[src/rtl/scc_pkg.sv]
package scc_pkg;
  // Byte role and command codes.
  localparam int  ROLE_BIT          = 7;
  localparam logic [3:0] ID_PREFIX  = 4'hf;
  localparam logic [3:0] CMD_CLOCK  = 4'h0;
  localparam logic [3:0] CMD_ACQ    = 4'h1;
  localparam logic [3:0] CMD_CHECK  = 4'h2;
  localparam logic [3:0] CMD_SYNC1  = 4'h3;
  localparam logic [3:0] CMD_SYNC2  = 4'h4;
  localparam int  NUM_REGS          = 5;
  localparam logic [7:0] REG_RESET  = 8'h00;

  // Field positions in the data byte of the clock command.
  localparam int  FREQ_A_POS        = 6;
  localparam int  FREQ_B_POS        = 5;
  localparam int  FREQ_C_POS        = 4;
  localparam int  TEST_POS          = 2;
  localparam int  SOFT_RST_POS      = 0;
  // Other field positions.
  localparam int  PHASE_LSB         = 4;
  localparam int  MODE_LSB          = 0;
  localparam int  MASK_EARLY_POS    = 6;
  localparam int  MASK_LEN_POS      = 5;
  localparam int  RUN_IN_POS        = 4;
  localparam int  FRAMING_POS       = 3;
  localparam int  BYPASS_POS        = 2;
  localparam int  POLICY_POS        = 1;
  localparam int  UNUSED_OFF_POS    = 0;
  localparam int  ACQ_CNT_LSB       = 4;
  localparam int  LOSS_CNT_LSB      = 0;
  localparam int  RANGE_EXT_POS     = 5;

  // Reference clock selections.
  typedef enum logic [2:0] {
    SCC_REF_2FSC    = 3'b000,
    SCC_REF_4FSC    = 3'b100,
    SCC_REF_FSC     = 3'b011,
    SCC_REF_2FSC_NR = 3'b001
  } scc_ref_e;

  // Acquisition modes.
  localparam logic [3:0] MODE_VPS     = 4'h0;
  localparam logic [3:0] MODE_PDC     = 4'h1;
  localparam logic [3:0] MODE_AUTO1   = 4'h2;
  localparam logic [3:0] MODE_UDT     = 4'h3;
  localparam logic [3:0] MODE_HDR1    = 4'h4;
  localparam logic [3:0] MODE_STAT1   = 4'h8;
  localparam logic [3:0] MODE_PALPULS = 4'hc;
  localparam logic [3:0] MODE_AUTO2   = 4'hd;

  // Line counts for sync detection.
  localparam logic [8:0] CNT_4   = 9'h004;
  localparam logic [8:0] CNT_8   = 9'h008;
  localparam logic [8:0] CNT_16  = 9'h010;
  localparam logic [8:0] CNT_32  = 9'h020;
  localparam logic [8:0] CNT_64  = 9'h040;
  localparam logic [8:0] CNT_128 = 9'h080;
  localparam logic [8:0] CNT_256 = 9'h100;
  localparam logic [8:0] CNT_0   = 9'h000;
  localparam int PHASE_STEP_CYCLES = 8;
endpackage

[src/rtl/scc_byte_sync.sv]
`timescale 1ns/100ps
`default_nettype none
// Two-stage synchroniser; the command block uses it to retime the release of reset.
module scc_byte_sync
  import scc_pkg::*;
(
  input  wire logic clk_sys,
  input  wire logic rst,
  input  wire logic ce,
  input  wire logic async_in,
  output logic      sync_out
);
  logic stage1;
  logic next_stage1;
  logic next_sync;

  // Next values hold while the clock enable is low.
  always_comb begin
    next_stage1 = ce ? async_in : stage1;
    next_sync   = ce ? stage1 : sync_out;
  end

  // Register both stages.
  always_ff @(posedge clk_sys or posedge rst) begin
    if (rst) begin
      stage1   <= 1'b0;
      sync_out <= 1'b0;
    end else begin
      stage1   <= next_stage1;
      sync_out <= next_sync;
    end
  end
endmodule
`default_nettype wire

[src/rtl/scc_count_decode.sv]
`timescale 1ns/100ps
`default_nettype none
// Decodes the presence and absence count fields into line counts.
module scc_count_decode
  import scc_pkg::*;
(
  input  wire logic [2:0] acq_code,
  input  wire logic [3:0] loss_code,
  input  wire logic       range_ext,
  output logic [8:0]      acq_lines,
  output logic            acq_valid,
  output logic [8:0]      loss_lines,
  output logic            loss_enable,
  output logic            loss_valid
);
  // Presence count, normal or extended table; unlisted codes flag invalid.
  always_comb begin
    acq_valid = 1'b1;
    unique case (acq_code)
      3'b000:  acq_lines = range_ext ? CNT_32  : CNT_0;
      3'b001:  acq_lines = range_ext ? CNT_64  : CNT_4;
      3'b010:  acq_lines = range_ext ? CNT_128 : CNT_8;
      3'b100:  acq_lines = range_ext ? CNT_256 : CNT_16;
      default: begin
        acq_lines = CNT_0;
        acq_valid = 1'b0;
      end
    endcase
  end

  // Absence count; zero disables detection, only one-hot codes are defined.
  always_comb begin
    loss_valid  = 1'b1;
    loss_enable = 1'b1;
    unique case (loss_code)
      4'b0000: begin
        loss_lines  = CNT_0;
        loss_enable = 1'b0;
      end
      4'b0001: loss_lines = CNT_32;
      4'b0010: loss_lines = CNT_64;
      4'b0100: loss_lines = CNT_128;
      4'b1000: loss_lines = CNT_256;
      default: begin
        loss_lines  = CNT_0;
        loss_enable = 1'b0;
        loss_valid  = 1'b0;
      end
    endcase
  end
endmodule
`default_nettype wire

[src/rtl/scc_command_regs.sv]
`timescale 1ns/100ps
`default_nettype none
module scc_command_regs
  import scc_pkg::*;
(
  input  wire logic       clk_sys,
  input  wire logic       rst,
  input  wire logic       ce,
  input  wire logic       byte_valid,
  input  wire logic [7:0] byte_data,
  output logic [2:0]      ref_select,
  output logic            ref_select_known,
  output logic            phase_resistor_used,
  output logic            test_mode_bit,
  output logic [2:0]      acq_phase,
  output logic [5:0]      acq_phase_offset,
  output logic [3:0]      slicer_mode,
  output logic            mode_auto,
  output logic            mode_header,
  output logic            mode_status,
  output logic [1:0]      check_kind,
  output logic            mask_early_start,
  output logic            mask_length_sel,
  output logic            run_in_count_sel,
  output logic            framing_tolerance_sel,
  output logic            check_bypass,
  output logic            errored_byte_policy,
  output logic            unused_byte_check_off,
  output logic [8:0]      acq_lines,
  output logic            acq_code_valid,
  output logic [8:0]      loss_lines,
  output logic            loss_detect_enable,
  output logic            loss_code_valid,
  output logic            acquire_range_ext
);
  logic [7:0] regs [NUM_REGS];
  logic [7:0] next_regs [NUM_REGS];
  logic [3:0] cmd_sel;
  logic [3:0] next_cmd_sel;
  logic       cmd_valid;
  logic       next_cmd_valid;
  logic       is_id_byte;
  logic       soft_reset;
  logic       byte_take;
  logic       rst_released;
  logic [2:0] next_ref_code;
  logic       next_ref_known;
  logic       next_resistor_used;
  logic [2:0] next_phase_pos;
  logic [5:0] next_phase_offset;
  logic [3:0] next_mode;
  logic       next_mode_auto;
  logic       next_mode_header;
  logic       next_mode_status;
  logic [1:0] next_check_kind;
  logic [8:0] next_acq_lines;
  logic       next_acq_valid;
  logic [8:0] next_loss_lines;
  logic       next_loss_enable;
  logic       next_loss_valid;

  // Reset release is retimed through two flops, so a byte that arrives just as the pin
  // lets go cannot be taken by some flops and missed by others. Bytes in the first two
  // enabled cycles after release are ignored.
  scc_byte_sync u_rst_sync (
    .clk_sys  (clk_sys),
    .rst      (rst),
    .ce       (ce),
    .async_in (1'b1),
    .sync_out (rst_released)
  );

  // A byte is taken only with the clock enabled and reset fully released.
  assign byte_take = ce && byte_valid && rst_released;

  // A command byte has bit 7 set; the upper nibble must be all ones.
  // byte role decode
  assign is_id_byte = byte_data[ROLE_BIT] && (byte_data[7:4] == ID_PREFIX);

  assign soft_reset = byte_valid && cmd_valid && !byte_data[ROLE_BIT] &&
                      (cmd_sel == CMD_CLOCK) && byte_data[SOFT_RST_POS];

  // Command pointer: set by a command byte, stepped by each data byte while the command is valid.
  // pointer hold and increment
  always_comb begin
    next_cmd_sel   = cmd_sel;
    next_cmd_valid = cmd_valid;
    if (byte_take) begin
      if (byte_data[ROLE_BIT]) begin
        next_cmd_sel   = byte_data[3:0];
        next_cmd_valid = is_id_byte;
      end else if (cmd_valid && (cmd_sel < 4'(NUM_REGS))) begin
        // The pointer stops one past the last register, so it never wraps back onto one.
        next_cmd_sel = 4'(cmd_sel + 4'h1);
      end
    end
  end

  // Register file next values; soft reset clears all registers.
  always_comb begin
    for (int i = 0; i < NUM_REGS; i++) begin
      next_regs[i] = regs[i];
    end
    if (byte_take && !byte_data[ROLE_BIT] && cmd_valid) begin
      if (soft_reset) begin
        for (int i = 0; i < NUM_REGS; i++) begin
          next_regs[i] = REG_RESET;
        end
      end else if (cmd_sel < 4'(NUM_REGS)) begin
        next_regs[cmd_sel[2:0]] = {1'b0, byte_data[6:0]};
      end
    end
  end

  // Pointer state; the reset pin clears it and it holds while ce is low.
  // pointer reset
  always_ff @(posedge clk_sys or posedge rst) begin
    if (rst) begin
      cmd_sel   <= 4'h0;
      cmd_valid <= 1'b0;
    end else begin
      cmd_sel   <= next_cmd_sel;
      cmd_valid <= next_cmd_valid;
    end
  end

  // Register file state; the reset pin clears every entry to zero.
  // reset to zero
  always_ff @(posedge clk_sys or posedge rst) begin
    if (rst) begin
      for (int i = 0; i < NUM_REGS; i++) begin
        regs[i] <= REG_RESET;
      end
    end else begin
      for (int i = 0; i < NUM_REGS; i++) begin
        regs[i] <= next_regs[i];
      end
    end
  end

  // Reference clock decode of the next clock command image.
  // reference select decode
  always_comb begin
    next_ref_code      = {next_regs[0][FREQ_A_POS], next_regs[0][FREQ_B_POS], next_regs[0][FREQ_C_POS]};
    next_ref_known     = 1'b1;
    next_resistor_used = 1'b1;
    unique case (next_ref_code)
      SCC_REF_2FSC:    next_resistor_used = 1'b1;
      SCC_REF_4FSC:    next_resistor_used = 1'b0;
      SCC_REF_FSC:     next_resistor_used = 1'b1;
      SCC_REF_2FSC_NR: next_resistor_used = 1'b0;
      default:         next_ref_known     = 1'b0;
    endcase
  end

  // The stored frequency code is shown as written.
  assign ref_select = {regs[0][FREQ_A_POS], regs[0][FREQ_B_POS], regs[0][FREQ_C_POS]};

  // Test mode is passed on as stored; the host keeps it at zero.
  // test mode field
  assign test_mode_bit = regs[0][TEST_POS];

  // Phase offset in clock cycles; code 111 is the eighth position, 56 cycles late.
  // phase position map
  assign acq_phase         = regs[1][PHASE_LSB +: 3];
  assign next_phase_pos    = next_regs[1][PHASE_LSB +: 3];
  assign next_phase_offset = {3'b000, next_phase_pos} * 6'(PHASE_STEP_CYCLES);

  // Mode field and its class flags, decoded from the next image.
  // base mode decode
  assign slicer_mode      = regs[1][MODE_LSB +: 4];
  assign next_mode        = next_regs[1][MODE_LSB +: 4];
  assign next_mode_auto   = (next_mode == MODE_AUTO1) || (next_mode >= MODE_AUTO2);
  assign next_mode_header = (next_mode >= MODE_HDR1) && (next_mode < MODE_STAT1);
  assign next_mode_status = (next_mode >= MODE_STAT1) && (next_mode < MODE_PALPULS);

  // Error check kind: 0 biphase, 1 Hamming, 2 odd parity, 3 none.
  // check type select
  always_comb begin
    if (next_mode == MODE_VPS) begin
      next_check_kind = 2'h0;
    end else if (next_mode == MODE_PDC || next_mode == MODE_UDT || next_mode_status) begin
      next_check_kind = 2'h1;
    end else if (next_mode_header) begin
      next_check_kind = 2'h2;
    end else begin
      next_check_kind = 2'h3;
    end
  end

  // Control command 2 option bits; the range extension bit comes from register 4.
  // mask early start
  assign mask_early_start      = regs[2][MASK_EARLY_POS];
  assign mask_length_sel       = regs[2][MASK_LEN_POS];
  assign run_in_count_sel      = regs[2][RUN_IN_POS];
  assign framing_tolerance_sel = regs[2][FRAMING_POS];
  assign check_bypass          = regs[2][BYPASS_POS];
  assign errored_byte_policy   = regs[2][POLICY_POS];
  assign unused_byte_check_off = regs[2][UNUSED_OFF_POS];
  assign acquire_range_ext     = regs[4][RANGE_EXT_POS];

  // Count fields decode into line counts.
  // presence counts
  scc_count_decode u_count (
    .acq_code    (next_regs[3][ACQ_CNT_LSB +: 3]),
    .loss_code   (next_regs[3][LOSS_CNT_LSB +: 4]),
    .range_ext   (next_regs[4][RANGE_EXT_POS]),
    .acq_lines   (next_acq_lines),
    .acq_valid   (next_acq_valid),
    .loss_lines  (next_loss_lines),
    .loss_enable (next_loss_enable),
    .loss_valid  (next_loss_valid)
  );

  // Reference, phase and mode decodes are registered from the next image, so they
  // change on the same edge as the fields they come from.
  // Reset values are the decodes of an all-zero register file.
  // decode reset
  always_ff @(posedge clk_sys or posedge rst) begin
    if (rst) begin
      ref_select_known    <= 1'b1;
      phase_resistor_used <= 1'b1;
      acq_phase_offset    <= 6'h00;
      mode_auto           <= 1'b0;
      mode_header         <= 1'b0;
      mode_status         <= 1'b0;
      check_kind          <= 2'h0;
    end else begin
      ref_select_known    <= next_ref_known;
      phase_resistor_used <= next_resistor_used;
      acq_phase_offset    <= next_phase_offset;
      mode_auto           <= next_mode_auto;
      mode_header         <= next_mode_header;
      mode_status         <= next_mode_status;
      check_kind          <= next_check_kind;
    end
  end

  // Count decodes are registered the same way; reset shows zero counts, loss detection off.
  // count reset
  always_ff @(posedge clk_sys or posedge rst) begin
    if (rst) begin
      acq_lines          <= CNT_0;
      acq_code_valid     <= 1'b1;
      loss_lines         <= CNT_0;
      loss_detect_enable <= 1'b0;
      loss_code_valid    <= 1'b1;
    end else begin
      acq_lines          <= next_acq_lines;
      acq_code_valid     <= next_acq_valid;
      loss_lines         <= next_loss_lines;
      loss_detect_enable <= next_loss_enable;
      loss_code_valid    <= next_loss_valid;
    end
  end
endmodule
`default_nettype wire

[config.mk]
export PLATFORM = sky130hd
export DESIGN_NAME = scc_command_regs
export DESIGN_NICKNAME = d
export VERILOG_FILES = /design/src/rtl/scc_pkg.sv /design/src/rtl/scc_byte_sync.sv /design/src/rtl/scc_count_decode.sv /design/src/rtl/scc_command_regs.sv
export SDC_FILE = /design/constraint.sdc
export NUM_CORES = 1
export LEC_CHECK = 0
export ABC_AREA = 0
export BUFFER_PORTS_ARGS = -buffer_cell sky130_fd_sc_hd__buf_2
export CORE_UTILIZATION = 50
export CTS_CLUSTER_DIAMETER = 200
export CTS_CLUSTER_SIZE = 10
export DETAILED_ROUTE_END_ITERATION = 7
export PLACE_DENSITY_LB_ADDON = 0.08
export SYNTH_ARGS = -nofsm -noshare
export SYNTH_HDL_FRONTEND = slang
export SYNTH_SLANG_ARGS = --single-unit
[constraint.sdc]
create_clock -name clk_sys -period 4.15 [get_ports clk_sys]
set_input_delay 0.415 -clock clk_sys [delete_from_list [all_inputs] [get_ports clk_sys]]
set_output_delay 0.415 -clock clk_sys [all_outputs]
set_load 0.01 [all_outputs]
==> results of run 1 <==
-- critical path, cell delays in order, from the launching register on --
cell	delay, ps
dfrtp_1	520
inv_1	140
ha_1	230
and4bb_2	400
nand2_1	190
a2111o_1	570
a32o_1	250
-- worst paths after layout --
check	to	slack [ps]
worst max register to register	check_bypass	1730
min in group asynchronous	acq_lines[5]	370
worst max-delay path	check_bypass	1730
worst min-delay path	u_rst_sync.stage1	360
worst min register to register	u_rst_sync.stage1	470
max in group asynchronous	cmd_valid	3130
-- registers in the layout, summed over array words and instances (netlist names), 2 cells and up --
register          cells
check_kind            2
ref_select            3
loss_lines            4
cmd_sel               4
acq_lines             7
slicer_mode           4
acq_phase_offset      3
regs                  7
-- layout make-up --
| class | instances | area (um2) |
|---|---|---|
| Tap cell | 70 | 87.58 |
| Clock buffer | 5 | 68.82 |
| Fill cell | 462 | 2160 |
| Clock inverter | 3 | 43.79 |
| Multi-Input combinational cell | 160 | 1119 |
| Sequential cell | 54 | 1356 |
| Inverter | 18 | 67.56 |
| Timing Repair Buffer | 54 | 270.3 |
-- power by group through the flow --
stage	clock, mW	combinational (mW)	sequential [mW]
6_report	0.350	0.275	0.625
3_3_place_gp	0	0.273	0.634
3_5_place_dp	0	0.277	0.635
5_1_grt	0.375	0.306	0.632
2_1_floorplan	0	0.226	0.628
4_1_cts	0.360	0.277	0.625
-- placed cells by master (no fill, tap or decap), types with 2 or more instances in the layout --
cell	count
o21a_1	3
nand2_1	16
a22oi_2	2
nand4bb_1	2
nor4_1	2
o21ai_1	3
o2bb2ai_1	2
buf_2	54
ha_1	3
clkbuf_8	5
conb_1	10
a32o_1	3
a21oi_1	6
a31oi_1	2
nand3_1	5
nor2_1	15
and2_1	6
a211oi_1	3
or4_4	2
nand4_1	2
or2_2	2
inv_1	14
nor3_1	6
inv_2	4
dfrtp_1	50
o211ai_1	4
mux2i_1	4
nor4_4	2
o32ai_1	3
a22o_1	8
dfstp_2	4
o21ai_0	13
nand3b_1	2
a22oi_1	2
-- cell families after synthesis --
group / after synthesis / share of synthesized area (%)
AO/OA/AOI/OAI: 65 / 18.55
XOR/XNOR: 2 / 0.6414
adder cells (fa/ha/maj): 3 / 1.374
buffers and inverters: 50 / 10.63
flip-flops: 54 / 49.66
multiplexers: 6 / 2.290
other: 1 / 0.1373
AND/OR/NAND/NOR: 74 / 16.72
-- per-layer routing --
| metal | vias up | global-route usage (%) | part of all wire [%] |
|---|---|---|---|
| met5 | - | 0 | 0 |
| met1 | 962 | 27.11 | 48 |
| met3 | 10 | 2.651 | 4.5 |
| met2 | 60 | 31.55 | 46 |
| met4 | 0 | 6.538 | 1.6 |
| li1 | 956 | - | - |
==> results.txt, run 1 <==
The final hold violation count was 0; the clock latency on the worst-skew pair was 300 ps. For the worst setup path, the data required time is 4350 ps. The start point of the worst hold path is ce. The post-cts sizing count was 0. The number of nets in the final layout was 308; the quantity of I/O buffers inserted on ports was 54. Number of search-and-repair iterations in the first detailed-routing pass: 4. The finished cells cover 0.003013 mm2. The share of the Yosys chip area taken by registers is 49.66%.

The number of enable-type register cells in the synthesized netlist was 0. The tightest hold path in the finished design has a slack of 355.3 ps. At the end of routability-driven placement, the weighted congestion stood at 0.9315. The commonest cells after synthesis are dfrtp_1 (50), buf_4 (23), nand2_1 (16), inv_1 (15), nor2_1 (15). In the synthesized netlist the async set-or-reset flop fraction comes to 100.0%. The full die area was 0.005762 mm2. The tools report the data arrival time at the worst-slack endpoint as 2620 ps.

Ranked by total cell area, the synthesized netlist is headed by dfrtp_1 (46%), buf_4 (6.3%), dfstp_2 (3.8%). The start-to-end type of the worst setup path was flop to flop. Setup violations remaining at the end of the flow were counted as 0.

The per-cell via count in the routed design was 5.462. The worst hold path passes through 2 cells. In the synthesized netlist the dominant register cell turns out to be dfrtp_1. The number of slew-limit violations in the final report was 0; the pin count of the biggest net entering global routing was 55. Yosys printed 0 warnings. TritonCTS built the clock tree. In this run the worst path has a maximum fanout of 12. After the first detailed-routing iteration, the DRC count stood at 72. The tools report the routed wire length as 5337 um. The headroom to the max-slew limit was 28.73%; the post-route DRC violation count was 0. The synthesized design contains 54 register bits. The number of clock buffers added by TritonCTS is 5. The tools report the number of placement rows as 26. The number of H-tree levels was 2; the number of global-route vias before repair was 1858. The HPWL after detailed placement is 3884 um. Combinational logic burns 22.0% of the power. The logs give 0 for the reported max-cap violation count and 0.002900 mm2 for the post-placement cell area. Across the VDD grid, the largest voltage drop is 0.0002336 V. In this run the worst hold path is classified as primary input to flop. The detailed router placed 1988 vias in this run. Startpoint of the most critical setup path: cmd_sel[0]. Non-filler instance count after layout: 364. The worst setup path is captured at a flop. The worst reg-to-reg path cell count was 6; the die boundary height was 75.91 um. Share of final-layout standard cells stronger than drive strength 1: 30.27%. Cell type contributing the most total cell area after synthesis: dfrtp_1.

The die boundary width works out to 75.91 um. The area growth from synthesis to layout works out to 10.31%. The first global-routing pass estimated 8956 um of wire.

The logs give 0 for the number of antenna cells inserted and 0 for the number of setup buffers added after CTS. After layout, the worst setup slack is 1733 ps. Ratio of final minimum period to clock period: 58.25%. The mapped netlist covers 0.002731 mm2. The analysis attributes to cell leakage a power of 1.535 nW.

For this design the total switching power over the nets is 381.9 uW. The worst setup path is launched from a flop. CTS saw 54 sinks. The average cell area after synthesis works out to 10.71 um2.

The worst clock skew came out at 5.537 ps. The run gives 52.81% as the effective utilization at floorplan. Cells fill 58.25% of the core in the end. The tools report the internal power summed over all cells as 868.3 uW. The shortest clock period the worst path allows after layout was 2417 ps; the worst slack after detailed placement was 1537 ps. For the setup TNS, the log shows 0 ps. Buffers inserted to repair hold after CTS numbered 0. For the final global-route overflow total, the log shows 0.

The launch point of the worst reg-to-reg path is cmd_sel[0]. The total placed cells including tap cells is 356, and the average routed wire per standard cell is 14.66 um. The cell count after synthesis was 255; the core area was 0.005172 mm2. In this run the clock root is driven by a clkbuf_8.

The transition at the pin with the smallest max-transition slack was 1067 ps; the top-level I/O count was 65. The clock network accounts for 28.0% of the total power. The tools report the maximum clock frequency as 413.7 MHz. The number of antenna violations at the first check in global routing is 0, and the switching power share of the total is 30.55%. Once detail routing completed, the nets flagged for antenna violations numbered 0. Setup repair after global routing left no endpoint under its margin. Summing internal, switching and leakage power gives 1.250 mW. In this run the biggest area consumer among cell types represents 45.81% of the synthesized area.

The global-route usage over all layers came out at 19.49%. In the post-synthesis netlist, the cell with the most instances is dfrtp_1. Dividing total power by cell area gives a power density of 414.9 mW/mm2.

The clock edge transition at the registers on the reported setup and hold paths works out to 90 ps. Synthesis instantiated 63 different standard cells from the library. No sink is reached through more buffers than the 2 on the longest clock path. The run finished with clean final reports. Register share of total power: 50.0%.
(Power assumes the default switching activity.)
==> run 2, diff against run 1 <==
==> constraint.sdc (replaced) <==
create_clock -name clk_sys -period 2.3 [get_ports clk_sys]
set_input_delay 0.23 -clock clk_sys [delete_from_list [all_inputs] [get_ports clk_sys]]
set_output_delay 0.23 -clock clk_sys [all_outputs]
set_load 0.01 [all_outputs]
==> run 2 against run 1 <==
  * Hold slack worse by 180 ps
  * Sequential cell count unchanged
  * Power up 86%
  * Cell area up 3.0%
  * Non-clock buffer count up 9
  * First-iteration DRC count up 54%
  * Clock power up 91%
  * Critical endpoint unchanged
  * Combinational power up 100%
==> results.txt, run 2 (synthesis gave the netlist of run 1 again) <==
For the number of nets in the final layout, the log shows 317. Entering global routing, the biggest net connects 29 pins. Setup violations remaining at the end of the flow were counted as 0.

The logs give 0 for the number of antenna violations at the first check in global routing and 2500 ps for the required time at the endpoint of the critical path. In the final routed layout, each cell accounts on average for 14.82 um. The logs give 1.584 nW for the leakage power and 5529 um for the routed wire length. For the number of search-and-repair iterations in the first detailed-routing pass, the log shows 4. The clock net in this run drives a total of 54 sinks. The power per cell area came out at 750.3 mW/mm2.

The logs give 7.132 ps for the worst clock skew and 52.81% for the effective utilization at floorplan. The tools report the number of filler instances in the final layout as 429. For the global-route usage over all layers, the log shows 21.03%. The largest delay contributor family on the critical path is compound AO/OA/AOI/OAI gates. Compared with the post-synthesis result, the final layout area differs by 13.65%.

The logs give 2.329 mW for the overall power of the completed layout and 0 for the reported max-cap violation count. Startpoint type of the worst setup path: a flop. The peak supply drop is 0.0003035 V. Of the cells placed in the final design, the portion with a size suffix greater than 1 is 32.01%. The final hold violation count was 0; the ratio of final minimum period to clock period was 89.78%. The tools report the number of global-route vias before repair as 1961. After layout, the minimum clock period comes to 2065 ps. The multi-input gate area in the final layout was 0.001119 mm2. Die boundary height: 75.91 um. 65 I/O pins were placed. The clock edge transition at the registers on the reported setup and hold paths was 90 ps. The most common library cell in the layout ignoring fill and taps was buf_2. For the setup TNS, the log shows 0 ps. Full die area: 0.005762 mm2. Startpoint of the most critical setup path: cmd_sel[1]. The number of H-tree levels is 2, and the maximum fanout along the worst path is 8. In the final layout, the registers with the most flip-flops are acq_lines (7), regs (7). The sum of buffers and inverters on the critical path was 1. The number of placement rows was 26. Start-to-end type of the worst setup path: flop to flop.

The cell with the largest stage delay on the worst path was a2111o_1. For this run, the slowest stage of the critical path takes 510 ps. The tools report the post-DP HPWL as 4132 um. The clock latency on the worst-skew pair came out at 310 ps. The run gives 2270 ps as the data arrival time at the worst-slack endpoint. The run gives 373 as the non-filler instance count after layout. The number of antenna-violating nets in the routed design is 0. The total placed cells including tap cells is 364, and the final global-route overflow total is 0. For this run, design rule violations remaining after detail routing come to 0. The first global-routing pass estimated 9487 um of wire.

The tools report the start point of the worst hold path as ce. The number of buffers on the longest clock path is 2, and the quantity of I/O buffers inserted on ports is 54. Derived from the worst setup path, the maximum achievable clock frequency is 484.3 MHz.

TritonCTS built the clock tree. The logs give 0 for the post-cts sizing count and 0 for the number of antenna cells inserted. Leaving out fill and tap cells, the most frequent cells in the layout are buf_2 (54), dfrtp_1 (50), nand2_1 (16). For the pin with the worst max-slew slack, the measured transition is 563.0 ps. In this run, the number of DRC markers left after iteration 0 of detailed routing was 111.

The headroom to the max-slew limit is 62.41%. Setup repair after global routing left no endpoint under its margin. The run gives 0.005172 mm2 as the core area.

Using the TritonRoute via totals, the vias-per-cell ratio works out to 5.445. The launch point of the worst reg-to-reg path is cmd_sel[1]. Area used by sequential logic in the layout: 0.001356 mm2. The flow ran to the end, and the final reports show no timing, DRC or antenna violations. The nature of the critical path endpoint was a flop. Traced cell by cell, the critical path runs through inv_1, ha_1, and4bb_2, nand2_1, a2111o_1, a32o_1. Type of the tightest min-delay check: primary input to flop. Clock tree synthesis selected as its root buffer the cell clkbuf_8. The die boundary width was 75.91 um.

Number of slew-limit violations in the final report: 0. Detailed routing inserted a total of 2031 vias. At the end of routability-driven placement, the weighted congestion stood at 0.8738.

The total clock buffers created by CTS was 5.
run 2: cell types whose count changed in the layout (fill, tap and decap cells not counted):
cell / previous run / this run
clkinv_2: 1 / 0
buf_4: 0 / 7
clkbuf_8: 5 / 6
dlygate4sd3_1: 0 / 1
buf_12: 0 / 1
run 2: layout make-up:
cell class | instances | share of cell area [%]
Clock buffer | 6 | 2.660
Clock inverter | 2 | 1.249
Inverter | 18 | 2.177
Multi-Input combinational cell | 160 | 36.03
Sequential cell | 54 | 43.69
Tap cell | 70 | 2.821
Timing Repair Buffer | 63 | 11.37
run 2: per-layer routing:
layer	global-route usage, %	share of wire (%)
met2	33.55	48
met1	28.48	46
met5	0	0
met3	3.976	4.6
met4	8.077	2.0
run 2: power by group:
part           internal [mW]  leakage [nW]  switching, mW  total (mW)
Sequential              1.05         0.720         0.0576        1.10
Clock                  0.358        0.0618          0.310       0.669
Combinational          0.221         0.802          0.336       0.557
run 2: repair_timing:
| item | in CTS | in global routing |
|---|---|---|
| hold endpoints to repair | 23 | 0 |
| setup buffers | 0 | 0 |
| hold buffers | 1 | 0 |
run 2: worst paths after layout:
path,end,slack (ps),cells past startpoint
min,u_rst_sync.stage1,170,2
max,check_bypass,240,6
min reg2reg,u_rst_sync.stage1,480,1
max in group asynchronous,loss_code_valid,1160,4
min in group asynchronous,acq_lines[2],520,3
max reg2reg,check_bypass,240,6
run 2: per-stage QoR:
stage                     setup slack, ps  instance area [um2]  hold WS, ps  util [%]
after CTS                           242.5                 3104        164.4     60.01
after floorplan                     178.3                 2765        339.3         -
after detailed placement            256.4                 2973        321.7     57.47
after global routing                108.7                 3104        174.9     60.01
final                               235.1                 3104        170.9     60.01
after global placement              319.5                 2973        316.1     57.47
==> run 3, diff against run 2 <==
--- a/config.mk
+++ b/config.mk
@@ -14,4 +14,5 @@
 export PLACE_DENSITY_LB_ADDON = 0.08
 export SYNTH_ARGS = -nofsm -noshare
 export SYNTH_HDL_FRONTEND = slang
+export SYNTH_HIERARCHICAL = 1
 export SYNTH_SLANG_ARGS = --single-unit
==> constraint.sdc (replaced) <==
create_clock -name clk_sys -period 2 [get_ports clk_sys]
set_input_delay 0.2 -clock clk_sys [delete_from_list [all_inputs] [get_ports clk_sys]]
set_output_delay 0.2 -clock clk_sys [all_outputs]
set_load 0.01 [all_outputs]
==> run 3 against run 2 <==
  * The flow now finishes with violations (setup timing)
  * Clock-buffer cell count increased by 6
  * Power increased by 53%
  * Clock power rose by 82%
  * Register-to-register slack worse by 400 ps
  * Global-route usage up 1.9 points
  * Hold slack got worse by 7.2 ps
  * Final cell count rose by 12%
  * Area after synthesis up 1.0%
  * Critical path depth increased by 1
  * Largest cell class unchanged
==> results.txt, run 3 <==
The worst hold path depth works out to 2. The logs give 9.940 ps for the worst clock skew and 2 for the number of buffers on the longest clock path. Leaving out fill and tap cells, the most frequent cell in the layout is buf_2. Input and output buffers added on the ports amount to 61. The worst path in the final design needs a cycle of 2165 ps, including I/O delays and setup.

The top cell types in the final layout, fill and taps aside, are buf_2 (61), dfrtp_1 (57), buf_4 (35). After routing the design area is 0.003762 mm2. In this run the worst path has a maximum fanout of 6.

TritonCTS built the clock tree. The largest total area in the synthesized netlist belongs to dfrtp_1. Type of the tightest min-delay check: primary input to flop. The setup check on the worst reg-to-reg path leaves a slack of -170 ps. At the worst endpoint, the required time is 2210 ps. Launch point of the worst reg-to-reg path: cmd_sel[2]. The nature of the critical path endpoint is a flop. The die covers 0.005819 mm2. The sum of buffers and inverters on the critical path works out to 1. For the total clock buffers created by CTS, the log shows 9. The tools report the post-placement cell area as 0.003332 mm2.

Summing over every cut layer, the via total after detailed routing is 2083. The total overflow left after global routing is 0. In this run the horizontal extent of the chip is 76.28 um. The run gives 330 ps as the clock latency on the worst-skew pair.

The worst hold path terminates at u_rst_sync/sync_out. Detailed placement finished with a half-perimeter wire length of 4143 um. 65 I/O pins were placed. Fill cells in the final layout number 400.

0 antenna diodes ended up in the layout. The tree is rooted in a clkbuf_8. In this run the number of H-tree levels came out at 3. Counting flops and latches in the post-synthesis netlist gives 61.

After synthesis, the cell types taking the most area are dfrtp_1 (52%), buf_4 (6.5%), mux2i_1 (4.0%). The setup TNS is -1306 ps, and the area share of the largest cell type after synthesis is 51.70%. The global-route usage over all layers is 22.88%, and the data arrival time at the worst-slack endpoint is 2380 ps.

The completed layout was analyzed and its total power is 3.574 mW. The number of antenna violations at the first check in global routing is 0, and the portion of the post-synthesis area used by sequential elements is 55.51%. The tools report the final hold violation count as 0. The power per cell area came out at 949.8 mW/mm2.

STA classifies the critical path startpoint as a flop. Summed over all layers, the routed wires come to 5942 um. The slowest stage of the critical path belongs to the cell or4b_4. A synthesized cell averages 11.22 um2.

The worst register-to-register path has a depth of 7. In this run the most critical hold path is launched from ce. Once layout is complete, the cells apart from fillers number 416. The maximum clock frequency is 461.8 MHz. The worst-case setup margin in the final layout was -165.3 ps.

The initial utilization of the core area, before any placement, comes to 53.00%. For the reported max-cap violation count, the log shows 0. In the synthesized netlist the dominant register cell turns out to be dfrtp_1. For this run, asynchronously set or reset flops after synthesis account for 100.0%. The number of DRC markers after the initial detailed-route iteration was 74; the average routed wire per standard cell was 14.28 um. After clock tree synthesis, the clock-pin slew on the worst setup and hold paths is 60 ps. The final reports fail on setup timing. The tools report the end of the worst register-to-register path as loss_detect_enable. The run gives 1.928 nW as the leakage power. The per-cell via count in the routed design came out at 5.007. The critical path in this run is classified as flop to flop. The final weighted congestion in routability-driven placement was 0.8674; the global-route wire length before repair was 10150 um. The logs give 4 for the number of search-and-repair iterations in the first detailed-routing pass and 0.005205 mm2 for the core area.

The largest registers in the layout are acq_lines (9), loss_lines (9), regs (7). Area of the mapped netlist: 0.002759 mm2. On the worst path, the slowest cell contributes a delay of 530 ps.

Hold is met by 163.7 ps. IR analysis of the VDD net gives a maximum drop of 0.0005839 V. The logs give 2054 for the number of global-route vias before repair and 0 for the post-route DRC violation count. The die boundary height works out to 76.28 um. The netlist uses 52 different library cells. The run finished, with violations left. The ratio of final minimum period to clock period is 108.3%, and the area growth from synthesis to layout is 36.37%. The run gives 356 as the number of nets in the final layout. The tools report the number of warnings reported in the yosys synthesis log as 6. Counting instances in the post-synthesis netlist gives the leading cell types as dfrtp_1 (57), buf_4 (24), nor2_1 (21), nand2_1 (20), inv_1 (13). Grouping stages by cell kind, the critical path spends the most delay in simple AND/OR/NAND/NOR gates. The critical path goes through or4b_4, nor4_4, buf_4, nor2_2, a21oi_4, xor2_1, a221o_1. The cell with the most instances after synthesis is dfrtp_1. The number of slew-limit violations in the final report was 0; the number of setup violations in the final report was 13.

For the cell count after synthesis, the log shows 246. Once placement completed, the tool counted placed cells totaling 393. The number of placement rows is 26, and the number of clock sinks seen by CTS is 61. The pin count of the biggest net entering global routing was 31; the share of final-layout standard cells stronger than drive strength 1 was 46.82%. The run gives 0 as the number of antenna-violating nets in the routed design.

Number of enable-type register cells in the synthesized netlist: 0. Setup repair after global routing could not meet its margin everywhere.
==> run 3: worst max path at each step <==
stage | from | slack (ps) | endpoint | cells past startpoint
2_1_floorplan | cmd_sel[2] | -420 | loss_detect_enable | 7
3_3_place_gp | cmd_sel[3] | -250 | acq_lines[4] | 6
3_5_place_dp | cmd_sel[3] | -330 | acq_lines[4] | 6
4_1_cts | cmd_sel[2] | -110 | loss_detect_enable | 7
5_1_grt | cmd_sel[2] | -250 | loss_detect_enable | 7
6_report | cmd_sel[2] | -170 | loss_detect_enable | 7
==> run 3: layout make-up <==
type                            count  area (um2)  area share (%)
Sequential cell                    61        1531           40.71
Multi-Input combinational cell    152        1211           32.19
Timing Repair Buffer              103       654.4           17.39
Clock buffer                       12       155.1           4.124
Tap cell                           70       87.58           2.328
Clock inverter                      4       70.07           1.862
Inverter                           14       52.55           1.397
==> run 3: through the flow <==
step           utilization (%)  worst slack [ps]
2_1_floorplan                -            -418.9
3_3_place_gp             64.01            -245.2
3_5_place_dp             64.01            -330.1
4_1_cts                  70.79            -110.6
5_1_grt                  72.28            -254.5
6_report                 72.28            -165.3
==> run 3: cells by family after synthesis <==
kind of cell	after synthesis	share of synthesized area (%)
AOI/OAI and AO/OA	40	11.07
xor gates and xnor gates	3	0.9526
muxes	14	5.215
DFF	61	55.51
adders and majority gates	3	1.361
and+or+nand+nor	81	16.55
other	3	0.4081
buffers and inverters	41	8.934
==> run 3: report_power, final <==
part / internal, mW / switching (mW)
combinational: 0.415 / 0.504
clock: 0.766 / 0.459
sequential: 1.37 / 0.0602
total: 2.55 / 1.02
==> run 3: routing by layer <==
metal  track usage (%)  part of all wire, %  wire [um]  vias to the layer above
met5                 0                    0          0                        -
met4             9.615                  2.3        136                        0
met3             4.551                  3.7        222                       15
met2             37.57                   50       2967                       59
met1             29.59                   44       2615                      997
li1                  -                    -          -                     1012
==> run 3: repair_timing <==
| action | in CTS | in global routing |
|---|---|---|
| endpoints found under the hold margin | 11 | 0 |
| hold buffers | 1 | 0 |
| setup endpoints to repair | 17 | 20 |
| resized for setup | 13 | 18 |
| cloned | 0 | 0 |
| pin swaps | 14 | 10 |
| buffers inserted | 7 | 0 |
